[config.mk]
export PLATFORM = sky130hd
export DESIGN_NAME = priority_crossbar_pin_assign
export DESIGN_NICKNAME = d
export VERILOG_FILES = /design/src/logic/xbar_pkg.sv /design/src/logic/pin_input_sync.sv /design/src/logic/priority_crossbar_pin_assign.sv
export SDC_FILE = /design/constraint.sdc
export NUM_CORES = 2
export LEC_CHECK = 0
export BUFFER_PORTS_ARGS = -buffer_cell sky130_fd_sc_hd__buf_2
export CORE_MARGIN = 8
export CORE_UTILIZATION = 40
export CTS_CLUSTER_DIAMETER = 50
export DETAILED_ROUTE_END_ITERATION = 7
export PLACE_DENSITY_LB_ADDON = 0.25
export SYNTH_ARGS = -nofsm -noshare
export SYNTH_HDL_FRONTEND = slang
export SYNTH_SLANG_ARGS = --single-unit
[constraint.sdc]
create_clock -name clk -period 6.7 [get_ports clk]
set_clock_uncertainty 0.05 [all_clocks]
set_input_delay 0.335 -clock clk [delete_from_list [all_inputs] [get_ports clk]]
set_output_delay 0.335 -clock clk [all_outputs]
set_load 0.02 [all_outputs]
[src/logic/xbar_pkg.sv]
// shared constants and carrier types for the priority crossbar pin assigner
package xbar_pkg;
   localparam int NUM_PINS = 16;
   localparam int NUM_SIG  = 17;

   // signal indices in priority order, serial pair first
   localparam logic [4:0] SIG_SERIAL_TX   = 5'h00;
   localparam logic [4:0] SIG_SERIAL_RX   = 5'h01;
   localparam logic [4:0] SIG_SPI_CLK     = 5'h02;
   localparam logic [4:0] SIG_SPI_IN      = 5'h03;
   localparam logic [4:0] SIG_SPI_OUT     = 5'h04;
   localparam logic [4:0] SIG_SPI_SELECT  = 5'h05;
   localparam logic [4:0] SIG_SMB_DATA    = 5'h06;
   localparam logic [4:0] SIG_SMB_CLOCK   = 5'h07;
   localparam logic [4:0] SIG_COMP_SYNC   = 5'h08;
   localparam logic [4:0] SIG_COMP_ASYNC  = 5'h09;
   localparam logic [4:0] SIG_CLOCK_OUT   = 5'h0A;
   localparam logic [4:0] SIG_CAPTURE0    = 5'h0B;
   localparam logic [4:0] SIG_COUNTER_IN  = 5'h0E;
   localparam logic [4:0] SIG_TIMER0      = 5'h0F;
   localparam logic [4:0] SIG_TIMER1      = 5'h10;

   // fixed serial pins
   localparam logic [3:0] SERIAL_TX_PIN = 4'h4;
   localparam logic [3:0] SERIAL_RX_PIN = 4'h5;

   // crossbar_config_0 field positions
   localparam int CFG0_SERIAL_EN = 0;
   localparam int CFG0_SPI_EN    = 1;
   localparam int CFG0_SMB_EN    = 2;
   localparam int CFG0_CMP_EN    = 3;
   localparam int CFG0_CMPA_EN   = 4;
   localparam int CFG0_CLKOUT_EN = 5;
   // crossbar_config_1 field positions
   localparam int CFG1_CAPT_LSB  = 0;
   localparam int CFG1_CNTIN_EN  = 3;
   localparam int CFG1_T0_EN     = 4;
   localparam int CFG1_T1_EN     = 5;
   // crossbar_config_2 field positions
   localparam int CFG2_XBAR_EN   = 6;

   localparam logic [7:0]  CFG_RESET  = 8'h00;
   localparam logic [15:0] SKIP_RESET = 16'h0000;
   localparam logic        IN_IDLE    = 1'b1;

   typedef struct packed {
      logic [7:0] config2;
      logic [7:0] config1;
      logic [7:0] config0;
   } xbar_cfg_type;

   typedef struct packed {
      logic [NUM_SIG-1:0] value;
      logic [NUM_SIG-1:0] drive;
   } periph_out_type;
endpackage : xbar_pkg

[src/logic/pin_input_sync.sv]
// three-stage pin synchroniser with agreement filter and transition capture
`timescale 1ns/100ps
module pin_input_sync (
   // clock and reset
   input  wire logic clk,
   input  wire logic rst,
   // pad side
   input  wire logic padIn,
   input  wire logic digitalMode,
   // synchronised results
   output logic      level,
   output logic      riseEvt,
   output logic      fallEvt
);
   logic s1_r, s2_r, s3_r, level_r;
   logic rise_r, fall_r;
   wire  agree   = (s2_r == s3_r);
   wire  changed = agree && (s3_r != level_r);

   always_ff @(posedge clk or posedge rst) begin
      if (rst) begin
         s1_r    <= xbar_pkg::IN_IDLE;
         s2_r    <= xbar_pkg::IN_IDLE;
         s3_r    <= xbar_pkg::IN_IDLE;
         level_r <= xbar_pkg::IN_IDLE;
         rise_r  <= 1'b0;
         fall_r  <= 1'b0;
      end else begin
         s1_r    <= padIn;
         s2_r    <= s1_r;
         s3_r    <= s2_r;
         if (changed) begin
            level_r <= s3_r;
         end
         // analog pins never report transitions
         rise_r  <= changed && s3_r && digitalMode;
         fall_r  <= changed && !s3_r && digitalMode;
      end
   end

   assign level   = level_r;
   assign riseEvt = rise_r;
   assign fallEvt = fall_r;
endmodule : pin_input_sync

[src/logic/priority_crossbar_pin_assign.sv]
// priority crossbar: places enabled peripheral signals on port pins and captures pin events
`timescale 1ns/100ps
module priority_crossbar_pin_assign (
   // clock and reset
   input  wire logic                          clk,
   input  wire logic                          rst,
   // configuration
   input  wire xbar_pkg::xbar_cfg_type        crossbarConfig,
   input  wire logic [15:0]                   pin_skip_mask,
   input  wire logic [1:0]                    slave_select_mode_field,
   input  wire logic [15:0]                   pinDigitalMode,
   // peripheral side
   input  wire xbar_pkg::periph_out_type      periphOut,
   output logic [xbar_pkg::NUM_SIG-1:0]       periphIn,
   output logic [xbar_pkg::NUM_SIG-1:0]       sigAssigned,
   // general purpose port side
   input  wire logic [15:0]                   gpioOut,
   input  wire logic [15:0]                   gpioOe,
   output logic [15:0]                        gpioIn,
   // pads
   input  wire logic [15:0]                   padIn,
   output logic [15:0]                        padOut,
   output logic [15:0]                        padOe,
   // event capture
   output logic [15:0]                        pinRiseEvt,
   output logic [15:0]                        pinFallEvt,
   output logic                               eventWake
);
   import xbar_pkg::*;

   // enable decode from the three configuration registers
   wire                xbarOn    = crossbarConfig.config2[CFG2_XBAR_EN];
   wire [7:0]          cfg0      = crossbarConfig.config0;
   wire [7:0]          cfg1      = crossbarConfig.config1;
   wire [2:0]          captCount = cfg1[CFG1_CAPT_LSB +: 3];
   wire                serialOn  = xbarOn && cfg0[CFG0_SERIAL_EN];
   wire                spiOn     = xbarOn && cfg0[CFG0_SPI_EN];
   wire                smbOn     = xbarOn && cfg0[CFG0_SMB_EN];
   // any nonzero mode value selects four-wire operation
   wire                fourWire  = (slave_select_mode_field != 2'h0);
   wire  [NUM_SIG-1:0] want;

   assign want[SIG_SERIAL_TX]  = serialOn;
   assign want[SIG_SERIAL_RX]  = serialOn;
   assign want[SIG_SPI_CLK]    = spiOn;
   assign want[SIG_SPI_IN]     = spiOn;
   assign want[SIG_SPI_OUT]    = spiOn;
   assign want[SIG_SPI_SELECT] = spiOn && fourWire;
   assign want[SIG_SMB_DATA]   = smbOn;
   assign want[SIG_SMB_CLOCK]  = smbOn;
   assign want[SIG_COMP_SYNC]  = xbarOn && cfg0[CFG0_CMP_EN];
   assign want[SIG_COMP_ASYNC] = xbarOn && cfg0[CFG0_CMPA_EN];
   assign want[SIG_CLOCK_OUT]  = xbarOn && cfg0[CFG0_CLKOUT_EN];
   assign want[SIG_COUNTER_IN] = xbarOn && cfg1[CFG1_CNTIN_EN];
   assign want[SIG_TIMER0]     = xbarOn && cfg1[CFG1_T0_EN];
   assign want[SIG_TIMER1]     = xbarOn && cfg1[CFG1_T1_EN];

   // capture channels are enabled as a count from channel 0 upward
   genvar gc;
   generate
      for (gc = 0; gc < 3; gc++) begin : g_capt
         assign want[SIG_CAPTURE0 + gc] = xbarOn && (captCount > 3'(gc));
      end
   endgenerate

   // combinational placement in priority order
   logic [3:0]         sigPinNxt [NUM_SIG];
   logic [NUM_SIG-1:0] sigValidNxt;
   logic [15:0]        occupied;
   logic               found;

   always_comb begin
      occupied    = pin_skip_mask;
      sigValidNxt = '0;
      found       = 1'b0;
      for (int s = 0; s < NUM_SIG; s++) begin
         sigPinNxt[s] = 4'h0;
      end
      // serial pair sits on its fixed pins whatever the skip bits say
      if (serialOn) begin
         sigPinNxt[SIG_SERIAL_TX]   = SERIAL_TX_PIN;
         sigPinNxt[SIG_SERIAL_RX]   = SERIAL_RX_PIN;
         sigValidNxt[SIG_SERIAL_TX] = 1'b1;
         sigValidNxt[SIG_SERIAL_RX] = 1'b1;
         occupied[SERIAL_TX_PIN]    = 1'b1;
         occupied[SERIAL_RX_PIN]    = 1'b1;
      end
      // signals after the serial pair, highest priority first
      for (int s = SIG_SPI_CLK; s < NUM_SIG; s++) begin
         found = 1'b0;
         if (want[s]) begin
            // first free pin from the bottom up
            for (int p = 0; p < NUM_PINS; p++) begin
               if (!found && !occupied[p]) begin
                  found        = 1'b1;
                  sigPinNxt[s] = 4'(p);
                  occupied[p]  = 1'b1;
               end
            end
         end
         sigValidNxt[s] = found;
      end
   end

   // placement takes effect one clock after any configuration change
   logic [3:0]         sigPin_r [NUM_SIG];
   logic [NUM_SIG-1:0] sigValid_r;

   always_ff @(posedge clk or posedge rst) begin
      if (rst) begin
         sigValid_r <= '0;
         for (int s = 0; s < NUM_SIG; s++) begin
            sigPin_r[s] <= 4'h0;
         end
      end else begin
         sigValid_r <= sigValidNxt;
         for (int s = 0; s < NUM_SIG; s++) begin
            sigPin_r[s] <= sigPinNxt[s];
         end
      end
   end

   // input synchronisers and transition capture on every pin
   logic [15:0] pinLevel;

   // every pin gets a synchroniser, skipped or routed alike
   genvar gp;
   generate
      for (gp = 0; gp < NUM_PINS; gp++) begin : g_pin
         pin_input_sync u_sync (
            .clk         (clk),
            .rst         (rst),
            .padIn       (padIn[gp]),
            .digitalMode (pinDigitalMode[gp]),
            .level       (pinLevel[gp]),
            .riseEvt     (pinRiseEvt[gp]),
            .fallEvt     (pinFallEvt[gp])
         );
      end
   endgenerate

   assign eventWake = |(pinRiseEvt | pinFallEvt);

   // owner lookup per pin from the registered placement
   // placement never puts two signals on one pin, so at most one match per pin
   logic [15:0] ownVal;
   logic [15:0] ownDrv;
   logic [15:0] owned;

   always_comb begin
      owned  = '0;
      ownVal = '0;
      ownDrv = '0;
      for (int p = 0; p < NUM_PINS; p++) begin
         for (int s = 0; s < NUM_SIG; s++) begin
            if (sigValid_r[s] && (sigPin_r[s] == 4'(p))) begin
               owned[p]  = 1'b1;
               ownVal[p] = periphOut.value[s];
               ownDrv[p] = periphOut.drive[s];
            end
         end
      end
   end

   // unowned pins fall back to ordinary port I/O
   wire [15:0] padOutNxt = (owned & ownVal) | (~owned & gpioOut);
   wire [15:0] padOeNxt  = (owned & ownDrv) | (~owned & gpioOe);
   wire [15:0] gpioInNxt = pinLevel & pinDigitalMode;

   // a signal with no pin reads the idle level
   wire  [NUM_SIG-1:0] periphInNxt;

   generate
      for (gc = 0; gc < NUM_SIG; gc++) begin : g_sigin
         assign periphInNxt[gc] = sigValid_r[gc] ? pinLevel[sigPin_r[gc]] : IN_IDLE;
      end
   endgenerate

   // pad, port and peripheral inputs all leave through registers
   logic [15:0]        padOut_r;
   logic [15:0]        padOe_r;
   logic [15:0]        gpioIn_r;
   logic [NUM_SIG-1:0] periphIn_r;

   always_ff @(posedge clk or posedge rst) begin
      if (rst) begin
         padOut_r   <= '1;
         padOe_r    <= '0;
         gpioIn_r   <= '0;
         periphIn_r <= '1;
      end else begin
         padOut_r   <= padOutNxt;
         padOe_r    <= padOeNxt;
         gpioIn_r   <= gpioInNxt;
         periphIn_r <= periphInNxt;
      end
   end

   // ports come straight from their registers
   assign padOut      = padOut_r;
   assign padOe       = padOe_r;
   assign gpioIn      = gpioIn_r;
   assign periphIn    = periphIn_r;
   assign sigAssigned = sigValid_r;
endmodule : priority_crossbar_pin_assign

==> metrics.txt <==
# TYPE chip_impl_metric gauge
chip_impl_info{name="unrepaired_setup_endpoints_after_global_routing",value="false"} 1
chip_impl_info{name="status",value="completed"} 1
chip_impl_metric{name="timing.critical_path.required",unit="ns"} 7.09
chip_impl_metric{name="final_util",unit=""} 0.456
chip_impl_metric{name="worst_slew_margin_rel",unit=""} 0.339
chip_impl_metric{name="ys_async_sr_fraction",unit=""} 1.00
chip_impl_metric{name="synth_cell_types",unit=""} 113
chip_impl_metric{name="area_growth",unit="%"} 13.4
chip_impl_metric{name="power.ir.vdd_worst",unit="mV"} 0.169
chip_impl_metric{name="drt-wirelength-per-cell",unit="um"} 21.9
chip_impl_metric{name="avgViaCountPerCell",unit=""} 6.19
chip_impl_metric{name="die_width",unit="um"} 261
chip_impl_metric{name="clock_path_buffers",unit=""} 3
chip_impl_metric{name="setup_violations",unit=""} 0
chip_impl_info{name="cts_tree",value="done"} 1
chip_impl_metric{name="detailedRoute.firstIterationViolations",unit=""} 2666
chip_impl_metric{name="synth-seq-cells",unit=""} 237
chip_impl_metric{name="p_leak",unit="nW"} 10.2
chip_impl_metric{name="drt_wl_total",unit="um"} 89500
chip_impl_metric{name="port_buffer_count",unit=""} 245
chip_impl_metric{name="synthCells",unit=""} 3090
chip_impl_metric{name="ant_nets",unit=""} 0
chip_impl_metric{name="ctsHtreeMaxLevel",unit=""} 1
chip_impl_metric{name="post_synth_fa_ha_maj_area_fraction",unit=""} 0.0155
chip_impl_metric{name="finalWorstPathRequiredPeriod",unit="ns"} 6.04
chip_impl_metric{name="post_cts.repair.setup_buffers",unit=""} 0
chip_impl_metric{name="synth.top_cell.area_share",unit=""} 0.145
chip_impl_info{name="yosys-top-cells-area",value="sky130_fd_sc_hd__dfrtp_1, sky130_fd_sc_hd__dfstp_2, sky130_fd_sc_hd__mux4_2, sky130_fd_sc_hd__nor2_1, sky130_fd_sc_hd__mux2i_1"} 1
chip_impl_metric{name="max_cap_viol_count",unit=""} 0
chip_impl_info{name="clock-root-buffer",value="sky130_fd_sc_hd__clkbuf_16"} 1
chip_impl_metric{name="clk-insertion-delay-late",unit="ns"} 0.58
chip_impl_metric{name="ctsResizeCount",unit=""} 0
chip_impl_metric{name="total_i_o_pin_count",unit=""} 257
chip_impl_metric{name="worst_pin_slew",unit="ns"} 0.990
chip_impl_metric{name="synth_edf_count",unit=""} 0
chip_impl_metric{name="critical_path_arrival",unit="ns"} 6.43
chip_impl_metric{name="synth_simple_gate_area_frac",unit=""} 0.279
chip_impl_metric{name="first_global_vias",unit=""} 24200
chip_impl_info{name="mostFrequentLayoutCell",value="sky130_fd_sc_hd__nor2_1"} 1
chip_impl_metric{name="drive_gt1_frac",unit=""} 0.195
chip_impl_metric{name="drt_first_pass_iters",unit=""} 6
chip_impl_metric{name="final_hold_viol_count",unit=""} 0
chip_impl_metric{name="detail_route.drc_violations",unit=""} 0
chip_impl_metric{name="grt_first_pass_wirelength",unit="um"} 137000
chip_impl_metric{name="cts_buffers",unit=""} 27
chip_impl_metric{name="height_of_the_die",unit="um"} 261
chip_impl_metric{name="ys.warnings.count",unit=""} 0
chip_impl_metric{name="fill_cells",unit=""} 6124
chip_impl_metric{name="sum_neg_setup_slack",unit="ns"} 0
chip_impl_metric{name="coreArea",unit="um^2"} 59900
chip_impl_metric{name="syn-mean-instance-area",unit="um^2"} 7.80
chip_impl_metric{name="ys_seq_area_frac",unit=""} 0.251
chip_impl_info{name="synth_top_cell_by_area",value="sky130_fd_sc_hd__dfrtp_1"} 1
chip_impl_info{name="hold_class",value="in -> reg"} 1
chip_impl_metric{name="antenna_found_initial",unit=""} 4
chip_impl_metric{name="report.final.slew_viol_count",unit=""} 0
chip_impl_info{name="layout_common_cells",value="sky130_fd_sc_hd__nor2_1, sky130_fd_sc_hd__nand2_1, sky130_fd_sc_hd__o21ai_0"} 1
chip_impl_metric{name="synth.net_count",unit=""} 3232
chip_impl_metric{name="p_total",unit="W"} 0.00477
chip_impl_metric{name="worst_setup_hold_path_clk_slew",unit="ns"} 0.06
chip_impl_metric{name="synth.mux.area_fraction",unit=""} 0.132
chip_impl_metric{name="fmaxAchievable",unit="GHz"} 0.166
chip_impl_metric{name="ctsHoldBuffers",unit=""} 64
chip_impl_metric{name="synth_xor_area_frac",unit=""} 0.00436
chip_impl_metric{name="grt_max_degree",unit=""} 78
chip_impl_info{name="combinational_family_with_the_most_area_after_synthesis",value="simple AND/OR/NAND/NOR gates"} 1
chip_impl_metric{name="routabilityCongestion",unit=""} 1.01
chip_impl_metric{name="initial_core_util",unit=""} 0.402
chip_impl_info{name="synth_flop_type",value="sky130_fd_sc_hd__dfrtp_1"} 1
chip_impl_metric{name="globalRoute.totalOverflow",unit=""} 0
chip_impl_metric{name="timing.final.crit_share",unit=""} 0.901
chip_impl_info{name="worst_setup_path_end_kind",value="flip-flop"} 1
chip_impl_info{name="criticalPathCategory",value="in -> reg"} 1
chip_impl_metric{name="clock_sink_count",unit=""} 237
chip_impl_metric{name="syn_area",unit="um^2"} 24100
chip_impl_metric{name="critical_path.max_fanout",unit=""} 24
chip_impl_metric{name="nets",unit=""} 3416
chip_impl_metric{name="synth-compound-area-share",unit=""} 0.270
chip_impl_metric{name="design.die.area",unit="um^2"} 68300
chip_impl_metric{name="detailroute.via_count",unit=""} 25300
chip_impl_metric{name="row_count",unit=""} 90
chip_impl_metric{name="power-per-cell-area",unit="nW/um^2"} 174
chip_impl_metric{name="half_perimeter_wire_length_of_the_detailed_placement_result",unit="um"} 72200
chip_impl_metric{name="gr-usage-all-layers",unit=""} 0.252
chip_impl_info{name="startpoint_type",value="primary input"} 1
[routing by layer]
layer  up-vias  wire length (um)  global-route usage
met1     12100             37700               0.332
met5         -                 0                   0
li1      12000                 -                   -
met2       977             42700               0.424
met3       145              5790              0.0242
met4         0              3330              0.0999
[cell families (layout without fill, tap and decap cells)]
family	count (synthesis)	in the layout
fa+ha+maj	37	37
simple gates	1357	1357
flops	237	237
mux	223	223
buf+inv	247	451
xor+xnor	12	12
compound gates	977	977
other cells	0	5
[synthesized netlist by cell type (all sizes together) (19+ instances only)]
cell and count:
nor2 411, nor3 102, o21ai 291, nor3b 31
nand2b 80, or2 20, dfstp 97, a211oi 76
nor4 53, dfrtp 140, mux4 75, mux2i 145
inv 28, nand2 335, a22oi 41, o211ai 29
maj3 37, and2 51, clkbuf 142, nor2b 24
nand4 26, a31oi 61, nand3 80, nand3b 34
o31ai 27, or3 32, buf 77, and3 27
a21oi 229, a21o 19
[metrics by stage]
stage / setup slack (ns) / area [um^2] / instances / hold WS, ns
floorplan: 1.53 / 24100 / 3090 / 0.289
global placement: 0.337 / 25800 / 3963 / 0.295
detailed placement: 0.256 / 25800 / 3963 / 0.297
CTS: 0.832 / 27300 / 4076 / 0.00311
global route: 0.112 / 27300 / 4080 / 0.0338
finish: 0.663 / 27300 / 4081 / 0.0158
[path summary, 6_finish.rpt]
kind / end / slack [ns] / cells past startpoint / from
max: sigPin_r[2]$_DFF_PP0_ / 0.66 / 22 / pin_skip_mask[1]
min: padOut[15]$_DFF_PP1_ / 0.02 / 3 / gpioOut[15]
max reg2reg: padOut[6]$_DFF_PP1_ / 2.56 / 17 / sigPin_r[56]$_DFF_PP0_
min reg2reg: g_pin[13].u_sync.s2_r$_DFF_PP1_ / 0.30 / 0 / g_pin[13].u_sync.s1_r$_DFF_PP1_
max in group asynchronous: padOe[8]$_DFF_PP0_ / 4.63 / 4 / rst
min in group asynchronous: gpioIn[3]$_DFF_PP0_ / 0.47 / 3 / rst
[worst max-delay path: stages]
cell	delay (ns)
sky130_fd_sc_hd__buf_2	0.25
sky130_fd_sc_hd__buf_4	0.23
sky130_fd_sc_hd__buf_4	0.15
sky130_fd_sc_hd__or3_1	0.34
sky130_fd_sc_hd__o21ai_1	0.31
sky130_fd_sc_hd__a31oi_2	0.16
sky130_fd_sc_hd__nor4_4	0.47
sky130_fd_sc_hd__a31oi_1	0.19
sky130_fd_sc_hd__o32ai_2	0.54
sky130_fd_sc_hd__or2_0	0.50
sky130_fd_sc_hd__nor2_1	0.18
sky130_fd_sc_hd__a211oi_1	0.45
sky130_fd_sc_hd__o22a_2	0.28
sky130_fd_sc_hd__a211oi_2	0.08
sky130_fd_sc_hd__a21oi_1	0.34
sky130_fd_sc_hd__o211ai_2	0.15
sky130_fd_sc_hd__buf_4	0.20
sky130_fd_sc_hd__nor4_2	0.44
sky130_fd_sc_hd__nor4_1	0.14
sky130_fd_sc_hd__nor3_1	0.28
sky130_fd_sc_hd__nor3_1	0.09
sky130_fd_sc_hd__a211oi_1	0.28
[registers in the layout, summed over array words and instances (netlist names)]
| name | flops |
|---|---|
| sigPin_r | 60 |
| g_pin.u_sync.level | 16 |
| gpioIn | 16 |
| padOut | 16 |
| g_pin.u_sync.s1_r | 16 |
| padOe | 16 |
| g_pin.u_sync.riseEvt | 16 |
| g_pin.u_sync.fallEvt | 16 |
| g_pin.u_sync.s2_r | 16 |
| g_pin.u_sync.s3_r | 16 |
| periphIn | 17 |
| sigAssigned | 16 |
[where the power goes]
part           leakage, nW  total [W]  switching (W)  internal [W]
logic                 6.87    0.00154       0.000931      0.000608
registers             2.88    0.00175       0.000175       0.00158
clock network        0.445    0.00148       0.000632      0.000845
[cell type report]
cell class,count,area [um^2],area share
inverters,28,109,0.00398
clock buffers,35,786,0.0288
multi-input cells,2606,16900,0.618
clock inverters,14,139,0.00508
repair buffers,374,2350,0.0862
diodes,5,12.5,0.000458
flip-flops and latches,237,6050,0.221
well taps,782,978,0.0358
Power figures use the tool's default switching activity.
